<file path="config.mk">
export PLATFORM = sky130hd
export DESIGN_NAME = smcl_loader
export DESIGN_NICKNAME = d
export VERILOG_FILES = /design/src/inc/smcl_pkg.sv /design/src/core/smcl_loader.sv
export VERILOG_INCLUDE_DIRS = /design/src /design/src/inc
export SDC_FILE = /design/constraint.sdc
export NUM_CORES = 1
export LEC_CHECK = 0
export BUFFER_PORTS_ARGS = -buffer_cell sky130_fd_sc_hd__buf_2
export CORE_ASPECT_RATIO = 1.75
export CORE_MARGIN = 5
export CORE_UTILIZATION = 40
export DETAILED_ROUTE_END_ITERATION = 10
export MAX_ROUTING_LAYER = met4
export PLACE_DENSITY = 0.62
export SETUP_SLACK_MARGIN = 0.15
export SLEW_MARGIN = 20
export SYNTH_ARGS = -nofsm -noshare
export SYNTH_HDL_FRONTEND = slang
export SYNTH_SLANG_ARGS = --single-unit
</file>
<file path="constraint.sdc">
create_clock -name i_clk_sys -period 3.6 [get_ports i_clk_sys]
set_input_delay 0.72 -clock i_clk_sys [delete_from_list [all_inputs] [get_ports i_clk_sys]]
set_output_delay 0.72 -clock i_clk_sys [all_outputs]
set_load 0.01 [all_outputs]
</file>
<file path="src/inc/smcl_regs.svh">
// Register indices, field positions, reset values and timing counts
`ifndef SMCL_REGS_SVH
`define SMCL_REGS_SVH

// Register indices (byte address is four times the index)
`define SMCL_IDX_BRIDGE_CONTROL 10'h04f
`define SMCL_IDX_FEATURE_CFG 10'h054
`define SMCL_IDX_LINK_CONTROL 10'h05b
`define SMCL_IDX_REMOTE_ADDR 10'h060
`define SMCL_IDX_STATUS 10'h061

// Field positions
`define SMCL_BIT_DISPLAY_ID_SOURCE 0
`define SMCL_BIT_AUX_AUDIO 1
`define SMCL_BIT_REMOTE_COPY 5
`define SMCL_BIT_EXTERNAL_CONTROL_BIT 7
`define SMCL_BIT_CABLE_MEDIUM 7
`define SMCL_BIT_PLL_RESET_FREQ 5

// Reset values
`define SMCL_RST_REMOTE_ADDR 8'ha0
`define SMCL_RST_PLL_RESET_FREQ 1'b1

// Timing
`define SMCL_CLK_PERIOD_NS 50
`define SMCL_SETTLE_NS 10000
`define SMCL_SETTLE_CYC ((`SMCL_SETTLE_NS + `SMCL_CLK_PERIOD_NS - 1) / `SMCL_CLK_PERIOD_NS)

// Level decision points on an 8-bit ratio code (full scale is the 1.8 V rail)
`define SMCL_THR_1 8'h1b
`define SMCL_THR_2 8'h44
`define SMCL_THR_3 8'h61
`define SMCL_THR_4 8'h7f
`define SMCL_THR_5 8'h9c
`define SMCL_THR_6 8'hba
`define SMCL_THR_7 8'he4

// Bus address strap
`define SMCL_BUS_ADDR_BASE 7'h0c

// Pixel clock limits in kHz
`define SMCL_PCLK_MAX_NEW_KHZ 17'h17700
`define SMCL_PCLK_MAX_OLD_KHZ 17'h14c08

// Bus responses
`define SMCL_RESP_OKAY 2'h0
`define SMCL_RESP_SLVERR 2'h2

`endif

</file>
<file path="src/inc/smcl_pkg.sv">
// Types for the strap configuration loader
package smcl_pkg;

  typedef enum logic [1:0] {
    SMCL_ST_SETTLE = 2'b00,
    SMCL_ST_SAMPLE = 2'b01,
    SMCL_ST_DONE = 2'b10
  } smcl_fsm_t;

  typedef struct packed {
    logic awvalid;
    logic [11:0] awaddr;
    logic wvalid;
    logic [31:0] wdata;
    logic [3:0] wstrb;
    logic bready;
    logic arvalid;
    logic [11:0] araddr;
    logic rready;
  } smcl_axi_m2s_t;

  typedef struct packed {
    logic awready;
    logic wready;
    logic bvalid;
    logic [1:0] bresp;
    logic arready;
    logic rvalid;
    logic [31:0] rdata;
    logic [1:0] rresp;
  } smcl_axi_s2m_t;

  typedef struct packed {
    logic display_id_source;
    logic aux_audio;
    logic external_control_bit;
    logic cable_cable_medium_select;
    logic remote_copy;
    logic pll_reset_freq;
    logic [7:0] remote_addr;
  } smcl_cfg_t;

  typedef struct packed {
    logic [2:0][7:0] s1;
    logic [2:0][7:0] s2;
    logic [2:0][7:0] s3;
    smcl_fsm_t fsm;
    logic [7:0] settle_cnt;
    smcl_cfg_t cfg;
    logic [1:0] mode0_lvl;
    logic [2:0] mode1_lvl;
    logic [2:0] addr_lvl;
    logic [6:0] bus_addr;
    logic aw_got;
    logic [9:0] aw_idx;
    logic w_got;
    logic [7:0] wdata;
    logic wstrb0;
    logic bvalid;
    logic [1:0] bresp;
    logic rvalid;
    logic [31:0] rdata;
    logic [1:0] rresp;
    logic use_remote;
    logic use_sram;
    logic use_local;
    logic copy_go;
    logic pll_reset;
    logic pclk_over;
  } smcl_state_t;

endpackage

</file>
<file path="src/core/smcl_loader.sv">
// Strap sampling, configuration bits and AXI4-Lite register slave
//
// Operation
// - Sample all three straps once after power-up
// - Source 0: remote table, else SRAM
// - Audio bit: HDMI only or HDMI plus aux
// - Override bit hands control to external controller
// - Cable bit: twisted pair or cable_medium_select
// - Copy bit copies remote table into SRAM
// - First strap: four levels give source, audio
// - Second strap: eight levels give three bits
// - Audio, override, copy bits in 0x54
// - Source in 0x4F[0], cable in 0x5B[7]
// - Newer receivers allow pixel clock to 96 MHz
// - PLL reset on frequency change while enabled
// - Address strap selects one of eight addresses
// - Addresses step by two from 0x0C
//
// Register access over AXI4-Lite and the register offsets were left to the implementer.
`timescale 1ns/100ps
`default_nettype none
`include "smcl_regs.svh"

module smcl_loader
  import smcl_pkg::*;
(
  input wire logic i_clk_sys,
  input wire logic i_rst_n,
  input wire logic [7:0] i_mode_sel0_ratio,
  input wire logic [7:0] i_mode_sel1_ratio,
  input wire logic [7:0] i_addr_strap_ratio,
  input wire logic i_remote_table_found,
  input wire logic i_rx_newgen,
  input wire logic [16:0] i_pclk_khz,
  input wire logic i_freq_change_det,
  input wire smcl_axi_m2s_t i_axi,
  output smcl_axi_s2m_t o_axi,
  output logic o_cfg_valid,
  output smcl_cfg_t o_cfg,
  output logic [6:0] o_bus_address,
  output logic o_use_remote_table,
  output logic o_use_internal_sram,
  output logic o_use_external_local,
  output logic o_copy_remote_to_sram,
  output logic o_pll_reset,
  output logic o_pclk_over_limit
);

  // ---------------------------------------------------------------
  // Helpers
  // ---------------------------------------------------------------
  // Nearest of eight ratio levels
  function automatic logic [2:0] lvl8(input logic [7:0] code);
    logic [2:0] n;
    n = 3'h0;
    if (code > `SMCL_THR_1) n = 3'h1;
    if (code > `SMCL_THR_2) n = 3'h2;
    if (code > `SMCL_THR_3) n = 3'h3;
    if (code > `SMCL_THR_4) n = 3'h4;
    if (code > `SMCL_THR_5) n = 3'h5;
    if (code > `SMCL_THR_6) n = 3'h6;
    if (code > `SMCL_THR_7) n = 3'h7;
    return n;
  endfunction

  // First strap uses levels 0, 1, 4, 5 only
  function automatic logic [1:0] lvl4(input logic [7:0] code);
    logic [1:0] n;
    n = 2'h0;
    if (code > `SMCL_THR_1) n = 2'h1;
    if (code > `SMCL_THR_3) n = 2'h2;
    if (code > `SMCL_THR_5) n = 2'h3;
    return n;
  endfunction

  function automatic logic [31:0] rd_word(input logic [9:0] idx, input smcl_state_t s);
    logic [31:0] w;
    w = 32'h0000_0000;
    case (idx)
      `SMCL_IDX_BRIDGE_CONTROL: begin
        w[`SMCL_BIT_DISPLAY_ID_SOURCE] = s.cfg.display_id_source;
      end
      `SMCL_IDX_FEATURE_CFG: begin
        w[`SMCL_BIT_AUX_AUDIO] = s.cfg.aux_audio;
        w[`SMCL_BIT_REMOTE_COPY] = s.cfg.remote_copy;
        w[`SMCL_BIT_EXTERNAL_CONTROL_BIT] = s.cfg.external_control_bit;
      end
      `SMCL_IDX_LINK_CONTROL: begin
        w[`SMCL_BIT_CABLE_MEDIUM] = s.cfg.cable_cable_medium_select;
        w[`SMCL_BIT_PLL_RESET_FREQ] = s.cfg.pll_reset_freq;
      end
      `SMCL_IDX_REMOTE_ADDR: begin
        w[7:0] = s.cfg.remote_addr;
      end
      `SMCL_IDX_STATUS: begin
        w[0] = (s.fsm == SMCL_ST_DONE);
        w[2:1] = s.mode0_lvl;
        w[6:4] = s.mode1_lvl;
        w[10:8] = s.addr_lvl;
        w[22:16] = s.bus_addr;
        w[24] = s.pclk_over;
      end
      default: begin
        w = 32'h0000_0000;
      end
    endcase
    return w;
  endfunction

  function automatic logic idx_mapped(input logic [9:0] idx);
    return (idx == `SMCL_IDX_BRIDGE_CONTROL) || (idx == `SMCL_IDX_FEATURE_CFG) ||
           (idx == `SMCL_IDX_LINK_CONTROL) || (idx == `SMCL_IDX_REMOTE_ADDR) ||
           (idx == `SMCL_IDX_STATUS);
  endfunction

  localparam logic [7:0] SETTLE_LAST = 8'(`SMCL_SETTLE_CYC - 1);

  smcl_state_t q;
  smcl_state_t d;
  logic straps_stable;
  logic wr_fire;
  logic ar_fire;
  logic [9:0] wr_idx;

  assign o_axi.awready = !q.aw_got && !q.bvalid;
  assign o_axi.wready = !q.w_got && !q.bvalid;
  assign o_axi.bvalid = q.bvalid;
  assign o_axi.bresp = q.bresp;
  assign o_axi.arready = !q.rvalid;
  assign o_axi.rvalid = q.rvalid;
  assign o_axi.rdata = q.rdata;
  assign o_axi.rresp = q.rresp;

  // Straps count as stable once the second and third stages agree
  assign straps_stable = (q.s2 == q.s3);

  always_comb begin
    logic aw_now;
    logic w_now;
    logic [1:0] m0_lvl;
    logic [2:0] m1_lvl;
    logic [2:0] a_lvl;
    aw_now = i_axi.awvalid && o_axi.awready;
    w_now = i_axi.wvalid && o_axi.wready;
    m0_lvl = lvl4(q.s3[0]);
    m1_lvl = lvl8(q.s3[1]);
    a_lvl = lvl8(q.s3[2]);
    d = q;
    // -------------------------------------------------------------
    // Strap synchronisers
    // -------------------------------------------------------------
    d.s1 = {i_addr_strap_ratio, i_mode_sel1_ratio, i_mode_sel0_ratio};
    d.s2 = q.s1;
    d.s3 = q.s2;

    // -------------------------------------------------------------
    // AXI4-Lite write
    // -------------------------------------------------------------
    if (aw_now) begin
      d.aw_got = 1'b1;
      d.aw_idx = i_axi.awaddr[11:2];
    end
    if (w_now) begin
      d.w_got = 1'b1;
      d.wdata = i_axi.wdata[7:0];
      d.wstrb0 = i_axi.wstrb[0];
    end
    wr_idx = aw_now ? i_axi.awaddr[11:2] : q.aw_idx;
    wr_fire = (q.aw_got || aw_now) && (q.w_got || w_now) && !q.bvalid;
    if (wr_fire) begin
      logic [7:0] wv;
      wv = w_now ? i_axi.wdata[7:0] : q.wdata;
      d.aw_got = 1'b0;
      d.w_got = 1'b0;
      d.bvalid = 1'b1;
      d.bresp = idx_mapped(wr_idx) ? `SMCL_RESP_OKAY : `SMCL_RESP_SLVERR;
      if (w_now ? i_axi.wstrb[0] : q.wstrb0) begin
        case (wr_idx)
          `SMCL_IDX_BRIDGE_CONTROL: begin
            d.cfg.display_id_source = wv[`SMCL_BIT_DISPLAY_ID_SOURCE];
          end
          `SMCL_IDX_FEATURE_CFG: begin
            d.cfg.aux_audio = wv[`SMCL_BIT_AUX_AUDIO];
            d.cfg.remote_copy = wv[`SMCL_BIT_REMOTE_COPY];
            d.cfg.external_control_bit = wv[`SMCL_BIT_EXTERNAL_CONTROL_BIT];
          end
          `SMCL_IDX_LINK_CONTROL: begin
            d.cfg.cable_cable_medium_select = wv[`SMCL_BIT_CABLE_MEDIUM];
            d.cfg.pll_reset_freq = wv[`SMCL_BIT_PLL_RESET_FREQ];
          end
          `SMCL_IDX_REMOTE_ADDR: begin
            d.cfg.remote_addr = wv;
          end
          default: begin
          end
        endcase
      end
    end
    if (q.bvalid && i_axi.bready) begin
      d.bvalid = 1'b0;
    end

    // -------------------------------------------------------------
    // AXI4-Lite read
    // -------------------------------------------------------------
    ar_fire = i_axi.arvalid && o_axi.arready;
    if (ar_fire) begin
      d.rvalid = 1'b1;
      d.rdata = rd_word(i_axi.araddr[11:2], q);
      d.rresp = idx_mapped(i_axi.araddr[11:2]) ? `SMCL_RESP_OKAY : `SMCL_RESP_SLVERR;
    end else if (q.rvalid && i_axi.rready) begin
      d.rvalid = 1'b0;
    end

    // -------------------------------------------------------------
    // Power-up strap sampling
    // -------------------------------------------------------------
    case (q.fsm)
      SMCL_ST_SETTLE: begin
        if (q.settle_cnt == SETTLE_LAST) begin
          d.fsm = SMCL_ST_SAMPLE;
        end else begin
          d.settle_cnt = q.settle_cnt + 8'h01;
        end
      end
      SMCL_ST_SAMPLE: begin
        if (straps_stable) begin
          d.fsm = SMCL_ST_DONE;
          d.mode0_lvl = m0_lvl;
          d.mode1_lvl = m1_lvl;
          d.addr_lvl = a_lvl;
          d.bus_addr = `SMCL_BUS_ADDR_BASE + {3'h0, a_lvl, 1'b0};
          d.cfg.display_id_source = m0_lvl[1];
          d.cfg.aux_audio = m0_lvl[0];
          d.cfg.external_control_bit = m1_lvl[2];
          d.cfg.cable_cable_medium_select = m1_lvl[1];
          d.cfg.remote_copy = m1_lvl[0];
        end
      end
      SMCL_ST_DONE: begin
        d.fsm = SMCL_ST_DONE;
      end
      default: begin
        d.fsm = SMCL_ST_SETTLE;
      end
    endcase

    // -------------------------------------------------------------
    // Settings acting on the block
    // -------------------------------------------------------------
    d.use_local = (q.fsm == SMCL_ST_DONE) && q.cfg.display_id_source;
    d.use_remote = (q.fsm == SMCL_ST_DONE) && !q.cfg.display_id_source &&
                   i_remote_table_found;
    d.use_sram = (q.fsm == SMCL_ST_DONE) && !q.cfg.display_id_source &&
                 !i_remote_table_found;
    d.copy_go = (q.fsm == SMCL_ST_DONE) && q.cfg.remote_copy &&
                i_remote_table_found;
    d.pll_reset = i_freq_change_det && q.cfg.pll_reset_freq;
    d.pclk_over = i_rx_newgen ? (i_pclk_khz > `SMCL_PCLK_MAX_NEW_KHZ) :
                  (i_pclk_khz >= `SMCL_PCLK_MAX_OLD_KHZ);
  end

  always_ff @(posedge i_clk_sys or negedge i_rst_n) begin
    if (!i_rst_n) begin
      q <= '0;
      q.fsm <= SMCL_ST_SETTLE;
      q.cfg.pll_reset_freq <= `SMCL_RST_PLL_RESET_FREQ;
      q.cfg.remote_addr <= `SMCL_RST_REMOTE_ADDR;
      q.bus_addr <= `SMCL_BUS_ADDR_BASE;
    end else begin
      q <= d;
    end
  end

  assign o_cfg_valid = (q.fsm == SMCL_ST_DONE);
  assign o_cfg = q.cfg;
  assign o_bus_address = q.bus_addr;
  assign o_use_remote_table = q.use_remote;
  assign o_use_internal_sram = q.use_sram;
  assign o_use_external_local = q.use_local;
  assign o_copy_remote_to_sram = q.copy_go;
  assign o_pll_reset = q.pll_reset;
  assign o_pclk_over_limit = q.pclk_over;
endmodule

`default_nettype wire

</file>
==> results.yml <==
placed_design:
  gp_congestion: 0.802
  post-place-ws_ns: 0.763
  dp_hpwl_mm: 9.87
  numPortBuffers: 127
die:
  die_x_microns: 107
  dieHeight_microns: 180
  initial_core_util_pct: 40.4
  dieArea_sq_um: 19200
  design.portCount: 180
  rows: 62
  core_sq_um: 16300
routing:
  routedWlPerCell_microns: 15.4
  drtPass1Iterations: 4
  drtIter0Drc: 197
  routed_wl_mm: 13.0
  drc_errors: 0
  ant_nets: 0
  dr_total_vias: 4241
  drt-vias-per-instance: 5.01
timing:
  layout_setup_ws_ns: 1.07
  setup_viol: 0
  fmax_ghz: 0.395
  period_needed_ns: 2.53
  finalCritPeriodShare_pct: 70.4
  maxSlewViolCount: 0
  rsz0062_at_grt: "false"
  timing_hold_violations_final: 0
  relSlewSlack_pct: 50.3
  clock_skew_ns: 0.00872
  fin_setup_tns_ns: 0
  worst_pin_slew_ns: 0.746
cts:
  postCtsHoldBufs: 0
  cts_buffers: 17
  cts_tree: "done"
  cts_max_level: 4
  clkSinkCount: 153
  post_cts.repair.setup_buffers: 0
  insertion_delay_ns: 0.41
  clockBufferDepth: 2
  ctsResizeCount: 0
  clk_pin_slew_ns: 0.06
  root_buffer: "clkbuf_16"
final_layout:
  nNetsFinal: 758
  area_delta_synth_final_pct: 16.5
  diodes: 0
  final_common_cell: "dfrtp_1"
  final_cell_mix: "dfrtp_1, buf_2, nand2_1"
  drive_gt1_share_pct: 33.0
yosys:
  synth_cell_types: 65
  yosysSeqAreaShare_pct: 58.3
  async_reset_ff_share_pct: 100
  synth_top_flop_cell: "dfrtp_1"
  ys_warn_count: 0
  synth_top_area_share_pct: 56.3
  synth_seq_cells: 153
  yosys.area.top_type: "dfrtp_1"
  synthTopCellsByArea: "dfrtp_1, buf_4, mux2_2, xnor2_1, nand2_1"
  synthCells: 543
  syn_area_sq_um: 6580
  synth_area_per_cell_sq_um: 12.1
  synth_edf_count: 0
worst_setup_path:
  cp.arrival_ns: 2.82
  worst_ep_required_time_ns: 3.89
  crit_buf_inv: 0
  crit_chain: "or3b_1 -> mux2_2 -> o211ai_1 -> mux2_2 -> mux2_2"
  r2r_slack_ns: 1.07
  cpMostUsedCell: "mux2_2"
  critPathMaxFanout: 15
  max_stage_delay_ns: 0.65
  critical_path.top_delay_family: "multiplexers"
  crit_type: "reg2reg"
  r2r-start: "o_axi[38]$_DFFE_PN0P_"
  r2r-end: "o_cfg[11]$_DFF_PN0_"
  worst-r2r-cell-count: 5
  startpoint_type: "register"
  cp-end-kind: "register"
  crit_slowest_cell: "or3b_1"
power:
  p_leak_nw: 3.59
  power.density_nw_per_um2: 570
  ir_drop_v: 0.000303
global_route:
  grt_pass1_wl_mm: 21.5
  antenna_found_initial: 0
  grt_max_degree: 85
  grtUsageTotal_pct: 14.3
  grt_pass1_vias: 4408
  grt-ovfl-total: 0
min_path:
  whs_endpoint: "d[114]$_DFF_PN0_"
  holdCritStartpoint: "d[138]$_DFF_PN0_"
  worstHoldPathCells: 0
  hold_class: "reg2reg"
run:
  drv_cap: 0
status:
  status: "complete, no violations"
==> power breakdown <==
part	switching [mW]	internal, mW
Sequential	0.141	1.90
Clock	0.736	1.00
Combinational	0.297	0.290
Total	1.17	3.19
==> final cells by class <==
| class | instances | area [sq um] |
|---|---|---|
| Clock buffer | 18 | 439 |
| Tap cell | 192 | 240 |
| Clock inverter | 14 | 149 |
| Inverter | 12 | 45.0 |
| Multi-Input combinational cell | 324 | 2250 |
| Sequential cell | 153 | 3830 |
| Fill cell | 1497 | 8620 |
| Timing Repair Buffer | 134 | 707 |
==> per-layer routing <==
layer	vias up	GRT usage, %	wire [microns]
li1	2040	-	-
met4	0	6.81	382
met2	134	25.1	7130
met5	-	-	0
met3	22	2.55	616
met1	2045	15.4	4900
==> sequential cells by signal, indices dropped and copies added, names as in the netlist, 3 cells and up <==
register	cells
q	63
d	48
o_axi	19
o_cfg	14
o_bus_address	3
==> how the worst max path moves through the flow <==
stage	depth (start not counted)	endpoint	startpoint
6_report	5	o_cfg[11]$_DFF_PN0_	o_axi[38]$_DFFE_PN0P_
5_1_grt	5	o_cfg[11]$_DFF_PN0_	o_axi[38]$_DFFE_PN0P_
4_1_cts	5	o_cfg[11]$_DFF_PN0_	o_axi[38]$_DFFE_PN0P_
3_5_place_dp	6	o_cfg[0]$_DFFE_PN0P_	i_axi[61]
3_3_place_gp	6	o_cfg[2]$_DFFE_PN0P_	i_axi[61]
2_1_floorplan	6	o_cfg[0]$_DFFE_PN0P_	i_axi[61]
==> cells in the mapped netlist (3+ instances only) <==
library cell,number
a21oi_1,17
a22o_1,7
and3_1,4
buf_4,59
buf_6,3
clkbuf_1,12
dfrtp_1,148
dfstp_2,5
ha_1,5
inv_1,12
mux2_2,25
mux2_4,8
mux2i_1,5
nand2_1,44
nand2b_1,6
nand3_1,8
nand4_1,12
nor2_1,24
nor2b_1,5
nor3_1,6
nor3b_1,7
nor4_1,3
nor4b_1,3
o211ai_1,6
o21a_1,3
o21ai_0,15
o22ai_1,3
o31ai_1,4
o41ai_1,3
or4_1,3
or4b_2,3
xnor2_1,29
xor2_1,4
==> stage by stage <==
stage	std cells	hold WS, ns	total power [mW]	cell area, sq um	util (%)
after floorplan	563	0.331	2.49	6660	-
after global placement	815	0.334	2.64	7080	43.5
after detailed placement	815	0.335	2.67	7080	43.5
after CTS	847	0.350	4.44	7670	47.1
after global routing	847	0.352	4.60	7670	47.1
final	847	0.348	4.37	7670	47.1
==> cells by family after synthesis <==
logic type      count (synthesis)  share of synthesized area (%)
fa+ha+maj                       5                          0.951
other cells                     1                         0.0570
buf+inv                        86                           8.61
mux                            38                           6.86
xor+xnor                       33                           4.39
compound gates                 79                           8.25
flops                         153                           58.3
simple gates                  148                           12.6
Note: power is estimated with default switching activity, not from simulation.
